File: src/hw/swa_pkg.sv
// Package for the write select, lane mask and address input block
package swa_pkg;
    localparam int SWA_DATA_W = 8;
    localparam int SWA_NIB_W = 4;
    localparam int SWA_NIBS = 2;
    localparam int SWA_ADDR_W = 19;
    localparam int SWA_ADDR_W_X18 = 18;
    localparam int SWA_ADDR_W_X36 = 17;
    localparam int SWA_BURST = 4;
    localparam int SWA_BEAT_W = 2;
    localparam logic [1:0] SWA_BEAT_LAST = 2'h3;
    localparam logic [1:0] SWA_BEAT_FIRST = 2'h0;
    localparam logic [1:0] SWA_SYNC_RST = 2'h0;
    localparam logic [1:0] SWA_SYNC_SET = 2'h3;

    typedef enum logic [1:0]
    {
        SWA_W_IDLE = 2'h0,
        SWA_W_BEAT = 2'h1
    } swa_wstate_t;

    typedef struct packed
    {
        logic [SWA_ADDR_W-1:0] addr;
        logic [SWA_BEAT_W-1:0] beat;
        logic [SWA_DATA_W-1:0] data;
        logic [SWA_NIBS-1:0] lane_en;
    } swa_wr_t;

    typedef struct packed
    {
        logic [SWA_ADDR_W-1:0] addr;
        logic valid;
    } swa_rd_t;
endpackage

File: src/hw/swa_input_ctrl.sv
// Write select, nibble mask and shared address input control
//
// Contract
// - Write select low on positive edge starts a write.
// - Write select high while idle: no write starts, data inputs ignored.
// - Mask zero gates bits 3:0, mask one gates bits 7:4.
// - Each mask taken on the same edge as its data word.
// - Nibble with mask high is discarded, not stored.
// - Lane masks sampled on the positive clock edge choose stored lanes.
// - Masked lanes keep their old array contents.
// - Address captured on positive edge when read or write requested.
// - One shared address bus carries read and write addresses.
// - Storage is four equal sub-arrays, one address picks four words.
// - Address is 19 bits in the eight-bit configuration.
// - Address ignored when that port is deselected.
// - Data sampled on the positive edge only during a valid write.
// - Read select low starts a four-transfer read.
`timescale 1ns/1ps
`default_nettype none
module swa_input_ctrl
    import swa_pkg::*;
(
    input wire logic clk_i,
    input wire logic clk_n_i,
    input wire logic reset_n_i,
    input wire logic write_port_select_n_i,
    input wire logic read_port_select_n_i,
    input wire logic [SWA_ADDR_W-1:0] addr_i,
    input wire logic [SWA_DATA_W-1:0] data_i,
    input wire logic [SWA_NIBS-1:0] nibble_lane_mask_n_i,
    output logic wr_valid_o,
    output swa_wr_t wr_o,
    output swa_rd_t rd_o,
    output logic wr_busy_o,
    output logic [SWA_BEAT_W-1:0] rd_beat_o,
    output logic rd_busy_o
);
    // ==========================================================
    // Reset release
    logic [1:0] rst_sync;
    logic rst_n;

    always_ff @(posedge clk_i or negedge reset_n_i)
    begin
        if (!reset_n_i)
            rst_sync <= SWA_SYNC_RST;
        else
            rst_sync <= {rst_sync[0], 1'b1};
    end
    assign rst_n = rst_sync[1];

    // ==========================================================
    // Lane decode
    function automatic logic [SWA_NIBS-1:0] lane_en_f(input logic [SWA_NIBS-1:0] m_n);
        lane_en_f = ~m_n;
    endfunction

    // ==========================================================
    // Write burst control
    swa_wstate_t wstate;
    logic [SWA_BEAT_W-1:0] wbeat;
    logic [SWA_ADDR_W-1:0] waddr;
    logic wr_start;
    logic wr_active;

    assign wr_start = !write_port_select_n_i && (wstate == SWA_W_IDLE);
    assign wr_active = (wstate == SWA_W_BEAT);

    always_ff @(posedge clk_i or negedge rst_n)
    begin
        if (!rst_n)
        begin
            wstate <= SWA_W_IDLE;
            waddr <= '0;
        end
        else
        begin
            case (wstate)
                SWA_W_IDLE:
                begin
                    if (wr_start)
                    begin
                        wstate <= SWA_W_BEAT;
                        waddr <= addr_i;
                    end
                end
                SWA_W_BEAT:
                begin
                    if (wbeat == SWA_BEAT_LAST)
                        wstate <= SWA_W_IDLE;
                end
                default:
                    wstate <= SWA_W_IDLE;
            endcase
        end
    end

    // Beat counter, one beat per positive clock edge
    // Complementary clock unused, single clock domain
    always_ff @(posedge clk_i or negedge rst_n)
    begin
        if (!rst_n)
            wbeat <= SWA_BEAT_FIRST;
        else if (wr_active)
            wbeat <= wbeat + 2'h1;
        else
            wbeat <= SWA_BEAT_FIRST;
    end

    // Data and masks on the same edge, only while writing
    always_ff @(posedge clk_i or negedge rst_n)
    begin
        if (!rst_n)
        begin
            wr_valid_o <= 1'b0;
            wr_o <= '0;
        end
        else
        begin
            wr_valid_o <= wr_active;
            if (wr_active)
            begin
                wr_o.addr <= waddr;
                wr_o.beat <= wbeat;
                wr_o.data <= data_i;
                wr_o.lane_en <= lane_en_f(nibble_lane_mask_n_i);
            end
        end
    end

    // ==========================================================
    // Read port select and address
    logic rd_active;
    logic [SWA_BEAT_W-1:0] rbeat;

    always_ff @(posedge clk_i or negedge rst_n)
    begin
        if (!rst_n)
        begin
            rd_o <= '0;
            rd_active <= 1'b0;
            rbeat <= SWA_BEAT_FIRST;
        end
        else
        begin
            rd_o.valid <= 1'b0;
            if (!rd_active && !read_port_select_n_i)
            begin
                rd_o.valid <= 1'b1;
                rd_o.addr <= addr_i;
                rd_active <= 1'b1;
                rbeat <= SWA_BEAT_FIRST;
            end
            else if (rd_active)
            begin
                rbeat <= rbeat + 2'h1;
                if (rbeat == SWA_BEAT_LAST)
                    rd_active <= 1'b0;
            end
        end
    end

    assign wr_busy_o = wr_active;
    assign rd_busy_o = rd_active;
    assign rd_beat_o = rbeat;

    // ==========================================================
    // Checks
    property p_wr_start;
        @(posedge clk_i) disable iff (!rst_n)
        wr_start |=> wr_active;
    endproperty
    a_wr_start: assert property (p_wr_start) else $error("write not started");

    property p_no_write_idle;
        @(posedge clk_i) disable iff (!rst_n)
        !wr_active |=> !wr_valid_o;
    endproperty
    a_no_write_idle: assert property (p_no_write_idle) else $error("data taken while idle");

    property p_lane;
        @(posedge clk_i) disable iff (!rst_n)
        wr_active |=> wr_o.lane_en == ~$past(nibble_lane_mask_n_i);
    endproperty
    a_lane: assert property (p_lane) else $error("lane enable mismatch");

    property p_same_edge;
        @(posedge clk_i) disable iff (!rst_n)
        wr_active |=> wr_o.data == $past(data_i);
    endproperty
    a_same_edge: assert property (p_same_edge) else $error("data not with mask");

    property p_burst4;
        @(posedge clk_i) disable iff (!rst_n)
        wr_start |=> wr_active [*4] ##1 !wr_active;
    endproperty
    a_burst4: assert property (p_burst4) else $error("write burst not four");

    property p_waddr;
        @(posedge clk_i) disable iff (!rst_n)
        wr_start |=> ##1 wr_o.addr == $past(addr_i, 2);
    endproperty
    a_waddr: assert property (p_waddr) else $error("write address wrong");

    property p_rd_addr;
        @(posedge clk_i) disable iff (!rst_n)
        rd_o.valid |-> rd_o.addr == $past(addr_i);
    endproperty
    a_rd_addr: assert property (p_rd_addr) else $error("read address wrong");

    property p_rd_burst;
        @(posedge clk_i) disable iff (!rst_n)
        rd_o.valid |-> rd_active [*4] ##1 !rd_active;
    endproperty
    a_rd_burst: assert property (p_rd_burst) else $error("read burst not four");

    property p_desel_idle;
        @(posedge clk_i) disable iff (!rst_n)
        (wstate == SWA_W_IDLE) && write_port_select_n_i |=> !wr_active;
    endproperty
    a_desel_idle: assert property (p_desel_idle) else $error("write while deselected");

    property p_data_hold;
        @(posedge clk_i) disable iff (!rst_n)
        !wr_active |=> $stable(wr_o.data);
    endproperty
    a_data_hold: assert property (p_data_hold) else $error("data taken outside burst");

    property p_mask_drop;
        @(posedge clk_i) disable iff (!rst_n)
        wr_active |=> (wr_o.lane_en & $past(nibble_lane_mask_n_i)) == 2'h0;
    endproperty
    a_mask_drop: assert property (p_mask_drop) else $error("masked nibble enabled");

    property p_mask_keep;
        @(posedge clk_i) disable iff (!rst_n)
        wr_active |=> (wr_o.lane_en | $past(nibble_lane_mask_n_i)) == 2'h3;
    endproperty
    a_mask_keep: assert property (p_mask_keep) else $error("unmasked nibble dropped");

    property p_first_beat;
        @(posedge clk_i) disable iff (!rst_n)
        wr_start |=> ##1 wr_valid_o && (wr_o.beat == SWA_BEAT_FIRST);
    endproperty
    a_first_beat: assert property (p_first_beat) else $error("first beat wrong");

    property p_beat_step;
        @(posedge clk_i) disable iff (!rst_n)
        wr_valid_o && (wr_o.beat != SWA_BEAT_LAST) |=>
            wr_valid_o && (wr_o.beat == $past(wr_o.beat) + 2'h1);
    endproperty
    a_beat_step: assert property (p_beat_step) else $error("beat order wrong");

    property p_burst_end;
        @(posedge clk_i) disable iff (!rst_n)
        wr_valid_o && (wr_o.beat == SWA_BEAT_LAST) |=> !wr_valid_o;
    endproperty
    a_burst_end: assert property (p_burst_end) else $error("burst longer than four");

    property p_wr_valid_len;
        @(posedge clk_i) disable iff (!rst_n)
        wr_start |=> ##1 wr_valid_o [*4] ##1 !wr_valid_o;
    endproperty
    a_wr_valid_len: assert property (p_wr_valid_len) else $error("beat count wrong");

    property p_addr_stable;
        @(posedge clk_i) disable iff (!rst_n)
        wr_valid_o && (wr_o.beat != SWA_BEAT_FIRST) |-> $stable(wr_o.addr);
    endproperty
    a_addr_stable: assert property (p_addr_stable) else $error("address moved in burst");

    property p_waddr_ignored;
        @(posedge clk_i) disable iff (!rst_n)
        !wr_start |=> $stable(waddr);
    endproperty
    a_waddr_ignored: assert property (p_waddr_ignored) else $error("write address taken");

    property p_rd_refused;
        @(posedge clk_i) disable iff (!rst_n)
        rd_active |=> !rd_o.valid;
    endproperty
    a_rd_refused: assert property (p_rd_refused) else $error("read restarted in burst");

    property p_rd_idle;
        @(posedge clk_i) disable iff (!rst_n)
        read_port_select_n_i && !rd_active |=> !rd_o.valid;
    endproperty
    a_rd_idle: assert property (p_rd_idle) else $error("read while deselected");

    property p_rd_addr_hold;
        @(posedge clk_i) disable iff (!rst_n)
        rd_active || read_port_select_n_i |=> $stable(rd_o.addr);
    endproperty
    a_rd_addr_hold: assert property (p_rd_addr_hold) else $error("read address taken");

    property p_rd_first;
        @(posedge clk_i) disable iff (!rst_n)
        rd_o.valid |-> rbeat == SWA_BEAT_FIRST;
    endproperty
    a_rd_first: assert property (p_rd_first) else $error("read beat not first");

    property p_rd_done;
        @(posedge clk_i) disable iff (!rst_n)
        rd_active && (rbeat == SWA_BEAT_LAST) |=> !rd_active;
    endproperty
    a_rd_done: assert property (p_rd_done) else $error("read burst not ended");

    c_write: cover property (@(posedge clk_i) disable iff (!rst_n) wr_start);
    c_read: cover property (@(posedge clk_i) disable iff (!rst_n) rd_o.valid);
    c_both: cover property (@(posedge clk_i) disable iff (!rst_n) wr_active && rd_active);
    c_masked: cover property (@(posedge clk_i) disable iff (!rst_n)
        wr_valid_o && wr_o.lane_en != 2'h3);
    c_back_to_back: cover property (@(posedge clk_i) disable iff (!rst_n)
        (wr_valid_o && (wr_o.beat == SWA_BEAT_LAST)) ##1 wr_active);
endmodule // swa_input_ctrl
`default_nettype wire

File: config.mk
export PLATFORM = sky130hd
export DESIGN_NAME = swa_input_ctrl
export DESIGN_NICKNAME = d
export VERILOG_FILES = /design/src/hw/swa_pkg.sv /design/src/hw/swa_input_ctrl.sv
export SDC_FILE = /design/constraint.sdc
export NUM_CORES = 1
export LEC_CHECK = 0
export BUFFER_PORTS_ARGS = -buffer_cell sky130_fd_sc_hd__buf_2
export CORE_MARGIN = 2
export CORE_UTILIZATION = 48
export CTS_BUF_LIST = sky130_fd_sc_hd__clkbuf_2 sky130_fd_sc_hd__clkbuf_4 sky130_fd_sc_hd__clkbuf_8
export CTS_CLUSTER_SIZE = 16
export DETAILED_ROUTE_END_ITERATION = 16
export PLACE_DENSITY_LB_ADDON = 0.08
export SLEW_MARGIN = 5
export SYNTH_ARGS = -nofsm -noshare
export SYNTH_HDL_FRONTEND = slang
export SYNTH_SLANG_ARGS = --single-unit
File: constraint.sdc
create_clock -name clk_i -period 2.4 [get_ports clk_i]
set_input_delay 0 -clock clk_i [delete_from_list [all_inputs] [get_ports clk_i]]
set_output_delay 0 -clock clk_i [all_outputs]
set_load 0.02 [all_outputs]
; ---- Word-level counts from Yosys, hierarchy flattened
; Index checks and enable logic that the tools add are counted.
; Widths: inputs -> output; s select.
[op_classes]
n_mux = 10
bitwise_logic = 1
n_reduce_logical = 9
n_addsub = 2
eq_ne = 5
[ops]
columns = cell, count
row1 = $mux 2, 5
row2 = $add 2x1->2 const B, 2
row3 = $eq 2x2->1 const B, 2
row4 = $mux 1, 4
row5 = $pmux 2 s2, 1
row6 = $reduce_and 2->1, 2
row7 = $logic_not 1->1, 3
row8 = $eq 2x1->1 const B, 1
row9 = $logic_and 1x1->1, 2
row10 = $logic_not 2->1, 1
row11 = $ne 2x1->1 const B, 1
row12 = $ne 2x2->1 const B, 1
row13 = $not 2->2, 1
row14 = $reduce_bool 2->1, 1
[totals]
wordCells = 40
input_bits = 34
out_inout_bits = 56
reg_bits = 80

; ---- Logic depth before layout (Yosys ltp)
[depth]
word_depth = 4
ltp_mapped = 4
depth_no_buf = 2

; ---- Least setup slack after synthesis
; No wires, ideal clock.
[synth_timing]
path_kind = register to register
start = register wstate[0]
end = register waddr[10]
stages_incl_launch_ff = 5
path_buffers = 2
setup_time_ns = 0.125
synth_period_minus_slack_ns = 1.381
path_slack_ns = 1.019
required_ns = 2.275
arrival_time_ns = 1.256
cell_sequence = dfrtp_1 buf_6 nor2_8 buf_12 mux2_4
[synth_via]
elab_chain_len = 3
[synth_lines]
columns = item, line_no
row1 = from (decl), swa_input_ctrl.sv:60  ; swa_wstate_t wstate;
row2 = from (signal assigned), swa_input_ctrl.sv:73  ; wstate <= SWA_W_IDLE;
row3 = from (signal assigned), swa_input_ctrl.sv:83  ; wstate <= SWA_W_BEAT;
row4 = from (signal assigned), swa_input_ctrl.sv:90  ; wstate <= SWA_W_IDLE;
row5 = $logic_not 2->1 *, "swa_input_ctrl.sv:66, swa_input_ctrl.sv:78"
row6 = $logic_and 1x1->1, swa_input_ctrl.sv:66  ; assign wr_start = !write_port_select_n_i && (wstate == SWA_W_IDLE);
row7 = $reduce_and 2->1 (no source line) *, n/a
row8 = to (signal assigned), swa_input_ctrl.sv:84  ; waddr <= addr_i;
row9 = to (decl), swa_input_ctrl.sv:62  ; logic [SWA_ADDR_W-1:0] waddr;
; Mark *: on every way between the ends. The rest lies on a longest branch, timed or not.
; A chain may end at the register's enable or synchronous reset.

; ---- Final worst setup path
[layout_timing]
start = register wstate[0]
end = register waddr[15]
; The elaborated chain is that of the path after synthesis.

==> impl_metrics.toml <==
[run_status]
outcome = "finished, final reports clean"

[power_and_ir_drop]
ir_drop_v = 0.0007975
leakagePower_nw = 1.927
p_seq_frac = 0.427
switching_share = 0.3495
clkPwrFrac = 0.179
combinationalPowerShare = 0.395
power_density_nw_per_um2 = 1373
internal_power_w = 0.003581
netSwitchingPower_w = 0.001924

[route]
firstDrtPassIters = 4
routed_wl_um = 5451
ant_nets = 0
first_iter_violations = 53
routedWlPerCell_um = 14.46
dr_total_vias = 1800
drc = 0
routed_via_density = 4.775

[logic_synthesis]
synth-seq-cells = 79
synth_area_leaders = "dfrtp_1 (67%), mux2_2 (22%), mux2_4 (5.1%)"
yosysWarnings = 0
synthMostInstantiatedCell = "dfrtp_1"
synth_ff_type = "dfrtp_1"
syn_avg_cell_area_um2 = 17.58
synth_top_family_by_area = "multiplexers"
synth_area_um2 = 2972
synth_xor_xnor_area_share = 0
yosysUniqueCellTypes = 16
synthesis.instances = 169
syn_nets = 205
synth_top_cell_by_area = "dfrtp_1"
synth_simple_gate_area_frac = 0.01432
ys_async_sr_fraction = 1.000
ys_top_cells_by_count = "dfrtp_1 (79), mux2_2 (58), mux2_4 (10)"
synth_edf_count = 0
synth_compound_area_frac = 0.004632
yosysTopAreaCellShare = 0.6653
synthAdderAreaFrac = 0.008421
synthMuxAreaShare = 0.2804
ys_seq_area_frac = 0.6653

[timing]
slew_headroom = 0.5803
skew_ns = 0.009579
min_period_ns = 1.567
fin_tns_setup_ns = 0
setup_viol = 0
hold_violations = 0
slew_violations = 0
worstMarginPinSlew_ns = 0.6295
rsz0062_at_grt = "false"
setup_slack_ns = 0.8333
fin_crit_sh = 0.6528
fmax_mhz = 638.3

[critical_path]
critPathArrivalTime_ns = 1.79
cp.buffers_inverters = 0
r2r-start = "wstate[0]"
cp-start-kind = "flop"
critPathLaunch = "wstate[0]"
end_kind = "flop"
cp_max_fo = 21
crit_slowest_cell = "dfrtp_2"
cp_slowest_stage_delay_ns = 0.61
critical_path.cell_chain = "nor2_8 > mux2_2"
worst-setup-path-type = "reg -> reg"
cp_top_family = "flip-flops"
required_ns = 2.62

[final_layout]
antennaDiodeCount = 0
drive_gt1_frac = 0.5960
nNetsFinal = 333
fin_util = 0.6731
syn_to_final_growth_pct = 34.91

[clock_network]
htree_levels = 3
cts-root-buf = "clkbuf_8"
clock_path_buffers = 2
post_cts_buffers = 0
cts_tree = "done"
numCtsBuffers = 9
clkTransAtPathRegs_ns = 0.08
clkLatencyLatePin_ns = 0.33
numClockSinks = 79

[place]
hpwl_um = 3535
gp_routability_congestion = 0.6902
dp_slack_ns = 0.8123
numPortBuffers = 88

[flow_run]
maxCapViolations = 0

[die]
core_region_area_um2 = 5956
num_rows = 28
chipHeight_um = 82.68
die-area_um2 = 6836
num_io_pins = 90
die_x_um = 82.68
start_util = 0.4989

[global_routing]
grt_antenna_before_repair = 0
grt_first_pass_wirelength_um = 8487
grtUsageTotal = 0.1701
grt_max_degree = 50
grt_pass1_vias = 1853
overflow = 0

[min_path]
hold_class = "in -> reg"
min_from = "read_port_select_n_i"
[cell families after synthesis]
kind of cell	after synthesis
DFF	79
buffers and inverters	9
and+or+nand+nor	5
AOI/OAI and AO/OA	2
muxes	71
adders and majority gates	2
other	1
[path summary, 6_finish.rpt]
kind | slack [ns] | cells after the start | endpoint
worst max-delay path | 0.83 | 2 | waddr[15]
worst min-delay path | 0.04 | 3 | rd_o[0]
worst max register to register | 0.83 | 2 | waddr[15]
worst min register to register | 0.36 | 0 | waddr[5]
max in group asynchronous | 1.46 | 1 | rd_o[18]
min in group asynchronous | 0.36 | 0 | waddr[5]
[layer usage]
metal / up-vias / part of all wire / GRT usage
li1: 852 / - / -
met1: 886 / 0.46 / 0.2144
met2: 56 / 0.47 / 0.2758
met3: 6 / 0.060 / 0.04674
met4: 0 / 0.0090 / 0.07377
met5: - / 0 / 0
[power by group through the flow]
stage | combinational, W | sequential (W) | clock [W]
finish | 0.00217 | 0.00235 | 0.000983
global route | 0.00235 | 0.00245 | 0.00107
CTS | 0.00220 | 0.00236 | 0.00101
floorplan | 0.00107 | 0.00283 | 0
detailed placement | 0.00216 | 0.00238 | 0
global placement | 0.00212 | 0.00236 | 0
[stage by stage]
stage               area (um2)  instances  total power, W  hold WS [ns]
floorplan                 2972        169        0.003896       -0.2956
global placement          3487        329        0.004480       -0.2129
detailed placement        3487        329        0.004539       -0.2088
CTS                       4009        377        0.005576       0.02649
global route              4009        377        0.005866       0.04081
finish                    4009        377        0.005505       0.03887
[what timing repair did]
action,CTS,global route
hold endpoints to repair,51,0
resized for setup,0,0
hold buffers,32,0
[placed cells by master (no fill, tap or decap)]
cell / n
clkbuf_4: 1
dfrtp_2: 1
clkinvlp_4: 1
ha_1: 2
clkbuf_8: 10
mux2_4: 10
and2_1: 1
bufinv_16: 1
dlygate4sd3_1: 32
a21oi_1: 1
buf_4: 3
inv_1: 2
clkinv_2: 2
nor2_8: 1
nor2b_1: 2
buf_12: 1
conb_1: 1
inv_6: 1
mux2_2: 58
nor2_2: 1
mux2i_1: 3
dfrtp_1: 77
dfrtp_4: 1
buf_2: 88
a22o_1: 1
[cell type report]
class / instances / area [um2]
well taps: 75 / 93.84
multi-input cells: 81 / 920.9
flip-flops and latches: 79 / 1982
repair buffers: 124 / 803.3
inverters: 2 / 7.507
clock buffers: 11 / 145.1
clock inverters: 5 / 56.30
fillers: 449 / 1947
[registers in the layout, indices dropped and copies added (netlist names)]
name and count:
waddr 19, rd_beat_o 2, rd_o 20, wstate 1
wr_o 31, rd_busy_o 1, wbeat 2, wr_valid_o 1
rst_sync 2
[tightest hold or removal path, cell delays in order]
cell	delay [ns]
buf_2	0.09
nor2_2	0.04
buf_4	0.19
No activity file was read; power rests on OpenSTA's default activity.
